## src/design/rar_consts.svh

```systemverilog
// Register offsets, field positions and reset values of the alarm and scratch registers
`ifndef RAR_CONSTS_SVH
`define RAR_CONSTS_SVH

`define RAR_ADDR_WEEK_MASK   4'hA
`define RAR_ADDR_DAY_MIN     4'hB
`define RAR_ADDR_DAY_HOUR    4'hC
`define RAR_ADDR_SCRATCH     4'hD
`define RAR_MASK_WEEK        8'h7F
`define RAR_MASK_MIN         8'h7F
`define RAR_MASK_HOUR        8'h3F
`define RAR_HOUR_BIT5        5
`define RAR_RESET_SCRATCH    8'h00
`define RAR_RESET_ALARM      8'h00
`define RAR_MIDNIGHT_12H     8'h12
`define RAR_NOON_12H         8'h32

`endif

```

## src/design/rar_pkg.sv

```systemverilog
// Types shared by the alarm and scratch register block
package rar_pkg;

  typedef struct packed {
    logic       wr;
    logic [3:0] addr;
    logic [7:0] wdata;
  } rar_wr_s;

  typedef struct packed {
    logic [2:0] weekday;
    logic [7:0] hour;
    logic [7:0] minute;
  } rar_time_s;

endpackage

```

## src/design/rar_alarm_regs.sv

```systemverilog
// Alarm setting registers, user scratch byte and alarm match outputs
// How it works
// - Hour bit 5 is the p.m. flag in 12-hour mode, tens-high in 24-hour.
// - Daily alarm hour bit 5 stored as either p.m. flag or hour tens.
// - In 12-hour mode midnight is BCD 12, noon BCD 32, both alarms.
// - Day-mask bit n selects day-of-week counter code n, codes 000 to 110.
// - An all-zero day mask never gives a weekly match.
// - The scratch byte stores and returns any written pattern unchanged.
// - Power-on from zero volts clears the scratch byte; alarm fields unset (reset here loads zero into them).
`timescale 1ns/10ps
`include "rar_consts.svh"

module rar_alarm_regs (
  // Clock and reset
  input  wire logic              mclk_i,
  input  wire logic              rst_n_i,
  input  wire logic              clk_en_i,
  // Register access from the serial bus engine
  input  wire rar_pkg::rar_wr_s  wr_i,
  input  wire logic [3:0]        rd_addr_i,
  output logic [7:0]             rd_data_o,
  // Weekly alarm minute and hour held by neighbouring registers
  input  wire logic [7:0]        week_minute_i,
  input  wire logic [7:0]        week_hour_i,
  // Current time from the counters
  input  wire rar_pkg::rar_time_s now_i,
  // Match outputs
  output logic                   week_match_o,
  output logic                   day_match_o
);

  // ****************************************************
  // Register state
  // ****************************************************
  logic [7:0] week_mask;
  logic [7:0] day_min;
  logic [7:0] day_hour;
  logic [7:0] scratch;
  logic [7:0] next_week_mask;
  logic [7:0] next_day_min;
  logic [7:0] next_day_hour;
  logic [7:0] next_scratch;
  logic       next_week_match;
  logic       next_day_match;
  logic [7:0] next_rd_data;

  always_comb begin
    next_week_mask = week_mask;
    next_day_min   = day_min;
    next_day_hour  = day_hour;
    next_scratch   = scratch;
    if (wr_i.wr) begin
      case (wr_i.addr)
        `RAR_ADDR_WEEK_MASK: next_week_mask = wr_i.wdata & `RAR_MASK_WEEK;
        `RAR_ADDR_DAY_MIN:   next_day_min   = wr_i.wdata & `RAR_MASK_MIN;
        `RAR_ADDR_DAY_HOUR:  next_day_hour  = wr_i.wdata & `RAR_MASK_HOUR;
        `RAR_ADDR_SCRATCH:   next_scratch   = wr_i.wdata;
        default: ;
      endcase
    end
  end

  // ****************************************************
  // Read mux and alarm compare
  // ****************************************************
  logic       week_day_hit;
  logic [6:0] day_hit_vec;

  // one decoder per day
  // Only seven mask bits exist, so the unused weekday code 111 has no
  // decoder and can never raise a weekly match.
  generate
    for (genvar n = 0; n < 7; n++) begin : g_day
      assign day_hit_vec[n] = week_mask[n]
                            && (now_i.weekday == 3'(n));
    end
  endgenerate

  always_comb begin
    case (rd_addr_i)
      `RAR_ADDR_WEEK_MASK: next_rd_data = week_mask;
      `RAR_ADDR_DAY_MIN:   next_rd_data = day_min;
      `RAR_ADDR_DAY_HOUR:  next_rd_data = day_hour;
      `RAR_ADDR_SCRATCH:   next_rd_data = scratch;
      default:             next_rd_data = 8'h00;
    endcase
    week_day_hit = |day_hit_vec;
    // hour bit 5 compared as stored, so mode meaning passes through
    // BCD 12 and 32 match counters that use the same encoding
    // weekly needs day, hour and minute
    next_week_match = week_day_hit
                    && (now_i.hour == (week_hour_i & `RAR_MASK_HOUR))
                    && (now_i.minute == (week_minute_i & `RAR_MASK_MIN));
    next_day_match  = (now_i.hour == day_hour)
                    && (now_i.minute == day_min);
  end

  // Alarm fields are undefined after power-on; zero is chosen so that
  // the weekly alarm stays silent until software arms it.
  always_ff @(posedge mclk_i or negedge rst_n_i) begin
    if (!rst_n_i) begin
      week_mask <= `RAR_RESET_ALARM;
      day_min   <= `RAR_RESET_ALARM;
      day_hour  <= `RAR_RESET_ALARM;
      scratch   <= `RAR_RESET_SCRATCH;
    end else if (clk_en_i) begin
      week_mask <= next_week_mask;
      day_min   <= next_day_min;
      day_hour  <= next_day_hour;
      scratch   <= next_scratch;
    end
  end

  // Registered outputs cost one cycle of latency but give the bus
  // engine and the flag logic values that never glitch mid-cycle.
  always_ff @(posedge mclk_i or negedge rst_n_i) begin
    if (!rst_n_i) begin
      rd_data_o    <= 8'h00;
      week_match_o <= 1'h0;
      day_match_o  <= 1'h0;
    end else if (clk_en_i) begin
      rd_data_o    <= next_rd_data;
      week_match_o <= next_week_match;
      day_match_o  <= next_day_match;
    end
  end
endmodule // rar_alarm_regs

```

## config.mk

```make
export PLATFORM = sky130hd
export DESIGN_NAME = rar_alarm_regs
export DESIGN_NICKNAME = d
export VERILOG_FILES = /design/src/design/rar_pkg.sv /design/src/design/rar_alarm_regs.sv
export VERILOG_INCLUDE_DIRS = /design/src /design/src/design
export SDC_FILE = /design/constraint.sdc
export NUM_CORES = 1
export LEC_CHECK = 0
export BUFFER_PORTS_ARGS = -buffer_cell sky130_fd_sc_hd__buf_2
export CAP_MARGIN = 15
export CORE_UTILIZATION = 30
export CTS_BUF_LIST = sky130_fd_sc_hd__clkbuf_4 sky130_fd_sc_hd__clkbuf_8
export DETAILED_ROUTE_END_ITERATION = 16
export PLACE_DENSITY = 0.61
export REMOVE_ABC_BUFFERS = 1
export SYNTH_ARGS = -nofsm -noshare
export SYNTH_HDL_FRONTEND = slang
export SYNTH_SLANG_ARGS = --single-unit
```

## constraint.sdc

```tcl
create_clock -name mclk_i -period 2.8 [get_ports mclk_i]
set_clock_uncertainty 0.2 [all_clocks]
set_input_delay 0.42 -clock mclk_i [delete_from_list [all_inputs] [get_ports mclk_i]]
set_output_delay 0.42 -clock mclk_i [all_outputs]
set_load 0.01 [all_outputs]
```

==> summary.log <==
[status] result of the run complete, no violations
[sta] final hold violation count 0
[sta] transition time of the tightest slew-check pin 0.864 ns
[sta] RSZ-0062 raised after global routing no
[global_routing] vias in the first global route 1635
[synthesis] most common library cells after synthesis sky130_fd_sc_hd__dfrtp_1 (38), sky130_fd_sc_hd__mux2_2 (26), sky130_fd_sc_hd__xor2_1 (26)
[sta] worst hold slack after final layout 0.0464 ns
[detailed_routing] 1st-iter DRT viols 45
[sta] final number of max-transition violations 0
[detailed_routing] routed vias 1552
[synthesis] Async S/R FF share, synth 100%
[die] area of the core 6530 um^2
[global_routing] global-route wire length before repair 7.97 mm
[clocking] number of buffers created by CTS 5
[synthesis] largest area contributor in the netlist sky130_fd_sc_hd__dfrtp_1
[synthesis] most frequent cell after synthesis sky130_fd_sc_hd__dfrtp_1
[detailed_routing] remaining design rule violation count 0
[synthesis] number of storage elements in the synthesis netlist 38
[synthesis] yosys warns 0
[placed_design] port buffer count 61
[pwr] internal portion of total power 0.987 mW
[global_routing] antenna violations before repair 0
[worst_hold_path] type of the tightest min-delay check primary input to asynchronous set/reset pin
[placed_design] Placed Area 2460 um^2
[flow_run] count of max-cap constraint violations 0
[synthesis] cell types with the largest area share after synthesis sky130_fd_sc_hd__dfrtp_1 (46%), sky130_fd_sc_hd__mux2_2 (14%), sky130_fd_sc_hd__xor2_1 (11%), sky130_fd_sc_hd__mux2i_1 (5.8%), sky130_fd_sc_hd__o221ai_1 (2.1%)
[sta] Final setup violation count 0
[finish] area added between synthesis and finish 22.6%
[synthesis] Post-synth EDFFs 0
[setup_path] data required time of the worst path 2.77 ns
[clocking] number of H-tree levels 2
[synthesis] Synth cell types 32
[pwr] total net switching power 0.382 mW
[finish] design area 2550 um^2
[clocking] clock transition at the registers of the reported paths 0.07 ns
[die] die extent in x 85.3 um
[setup_path] Crit path arrival time 1.68 ns
[pwr] proportion of power drawn by flip-flops and latches 51.8%
[sta] worst slew margin relative to its limit 42.4%
[detailed_routing] vias per cell 5.02
[sta] time the final worst path needs with I/O delays and setup 1.70 ns
[global_routing] GRT overflow 0
[setup_path] sort of element at the end of the critical path flop
[setup_path] Worst Path Class, Setup primary input to flop
[sta] peak clock frequency supported by timing 587 MHz
[die] standard-cell rows 29
[die] Vert. Die Dim 85.3 um
[sta] accumulated negative setup slack 0 ns
[detailed_routing] total wire length 5.04 mm
[finish] core occupancy in the finished layout 39.0%
[synthesis] Avg Synthesized Cell Area 12.5 um^2
[placed_design] half-perimeter wire length after placement 3.73 mm
[synthesis] sequential-to-total area share from yosys stat 45.7%
[clocking] number of hold buffers added after CTS 0
[die] die footprint 7270 um^2
[clocking] Resize count post-CTS 0
[finish] diode count 0
[setup_path] highest fanout seen on the critical path 13
[clocking] root buf cell sky130_fd_sc_hd__clkbuf_8
[pwr] Worst IR Drop VDD 192 uV
[pwr] clock group share of total power 27.1%
[detailed_routing] WL per Instance 16.3 um
[clocking] maximum root-to-sink buffer count 2
[finish] share of layout cells above drive strength 1 44.4%
[global_routing] maximum number of pins on one net before global-route repair 39
[placed_design] dpl cells 302
[finish] number of cells in the finished layout apart from fillers 309
[pwr] reported leakage power 1.24 nW
[pwr] net switching fraction of the power 27.9%
[finish] total number of nets in the final design 287
[synthesis] Synth top area share 45.7%
[synthesis] Syn Inst Count 167
[pwr] Gate power share 21.1%
[clocking] TritonCTS clock tree yes
[pwr] Power Dens Cells 537 nW/um^2
[placed_design] weighted congestion reported at the end of routability-driven placement 0.739
[clocking] clock sink count 38
[clocking] Clk Latency, worst-skew pair 0.29 ns
[global_routing] gr usage total 14.6%
[clocking] count of buffers added by post-CTS timing repair for setup 0
[die] # IOs 65
[die] effective utilization at floorplan 31.8%
[detailed_routing] remaining antenna violation count 0
[setup_path] kind of launch point of the worst setup path primary input
[synthesis] most used flip-flop cell after synthesis sky130_fd_sc_hd__dfrtp_1
[synthesis] area of the mapped netlist 2080 um^2
[sta] portion of the clock cycle consumed by the worst path in the final layout 60.8%
[detailed_routing] total iterations of the first detailed-routing run 5
-- flip-flops by register name, summed over array words and instances, names as in the netlist --
register / flops
scratch: 8
rd_data_o: 8
week_mask: 7
day_match_o: 1
day_min: 7
week_match_o: 1
day_hour: 6
-- path summary, 6_finish.rpt --
check,startpoint,to,slack (ns),cells after the start
max in group asynchronous,rst_n_i,rd_data_o[0]$_DFFE_PN0P_,1.82,1
max,clk_en_i,week_mask[6]$_DFFE_PN0P_,1.10,4
min,rst_n_i,rd_data_o[1]$_DFFE_PN0P_,0.05,1
min reg2reg,rd_data_o[2]$_DFFE_PN0P_,rd_data_o[2]$_DFFE_PN0P_,0.28,1
min in group mclk_i,wr_i[7],scratch[7]$_DFFE_PN0P_,0.16,2
max reg2reg,day_hour[3]$_DFFE_PN0P_,day_match_o$_DFFE_PN0P_,1.32,4
-- power by group through the flow --
stage               clock network (mW)  registers [mW]  logic (mW)
finish                           0.371           0.709       0.288
global route                     0.400           0.721       0.321
global placement                     0           0.715       0.284
CTS                              0.380           0.708       0.293
detailed placement                   0           0.719       0.292
floorplan                            0           0.698       0.179
-- stage by stage --
stage               power, mW  setup slack (ns)
floorplan               0.877              1.15
global placement        0.999             0.773
detailed placement       1.01             0.747
CTS                      1.38              1.06
global route             1.44              1.02
finish                   1.37              1.10
-- cells in the final DEF (no fill, tap or decap) --
master / synthesis / final
sky130_fd_sc_hd__nor2b_1: 2 / 2
sky130_fd_sc_hd__mux2_2: 26 / 26
sky130_fd_sc_hd__a221oi_1: 1 / 1
sky130_fd_sc_hd__o32ai_1: 1 / 1
sky130_fd_sc_hd__nand3b_1: 3 / 3
sky130_fd_sc_hd__buf_2: 1 / 61
sky130_fd_sc_hd__nand3_2: 1 / 1
sky130_fd_sc_hd__nand4_1: 2 / 2
sky130_fd_sc_hd__dfrtp_1: 38 / 38
sky130_fd_sc_hd__nor2_1: 3 / 3
sky130_fd_sc_hd__nand2b_1: 3 / 3
sky130_fd_sc_hd__a21oi_1: 2 / 2
sky130_fd_sc_hd__xor2_1: 26 / 26
sky130_fd_sc_hd__mux2i_1: 12 / 12
sky130_fd_sc_hd__nor3_4: 2 / 2
sky130_fd_sc_hd__inv_1: 6 / 6
sky130_fd_sc_hd__nor4_1: 6 / 6
sky130_fd_sc_hd__o221ai_1: 5 / 5
sky130_fd_sc_hd__o21a_1: 5 / 5
sky130_fd_sc_hd__clkbuf_4: 0 / 2
sky130_fd_sc_hd__mux4_2: 1 / 1
sky130_fd_sc_hd__buf_4: 2 / 1
sky130_fd_sc_hd__nand4_4: 1 / 1
sky130_fd_sc_hd__or2b_4: 1 / 1
sky130_fd_sc_hd__a22oi_1: 1 / 1
sky130_fd_sc_hd__nor2_8: 2 / 2
sky130_fd_sc_hd__clkbuf_8: 0 / 5
sky130_fd_sc_hd__o22ai_1: 3 / 3
sky130_fd_sc_hd__nor3b_1: 1 / 1
sky130_fd_sc_hd__nand3_1: 1 / 1
sky130_fd_sc_hd__nand2_1: 3 / 3
sky130_fd_sc_hd__o21ai_0: 4 / 4
sky130_fd_sc_hd__or4b_1: 1 / 1
-- worst max-delay path, stage by stage --
cell and delay, ns:
sky130_fd_sc_hd__buf_2 0.28, sky130_fd_sc_hd__nand3_2 0.19, sky130_fd_sc_hd__nor3_4 0.40, sky130_fd_sc_hd__mux2_2 0.39
-- per-layer routing --
| layer | vias up | track usage (%) | wire (um) |
|---|---|---|---|
| li1 | 738 | - | - |
| met1 | 733 | 19.2 | 2420 |
| met3 | 14 | 2.82 | 290 |
| met5 | - | 0 | 0 |
| met4 | 0 | 4.55 | 71 |
| met2 | 67 | 24.3 | 2260 |
-- area by class of cell --
class,instances,area [um^2]
Multi-Input combinational cell,119,1080
Tap cell,77,96.3
Inverter,6,22.5
Clock buffer,7,83.8
Sequential cell,38,951
Timing Repair Buffer,62,313
Fill cell,657,3980
-- kinds of logic after synthesis --
family                    after synthesis  synth area share [%]
AOI/OAI and AO/OA                      22                  7.46
and+or+nand+nor                        32                  12.7
muxes                                  39                  20.9
DFF                                    38                  45.7
xor gates and xnor gates               26                  11.0
buffers and inverters                  10                  2.23
Note: power is estimated with default switching activity, not from simulation.
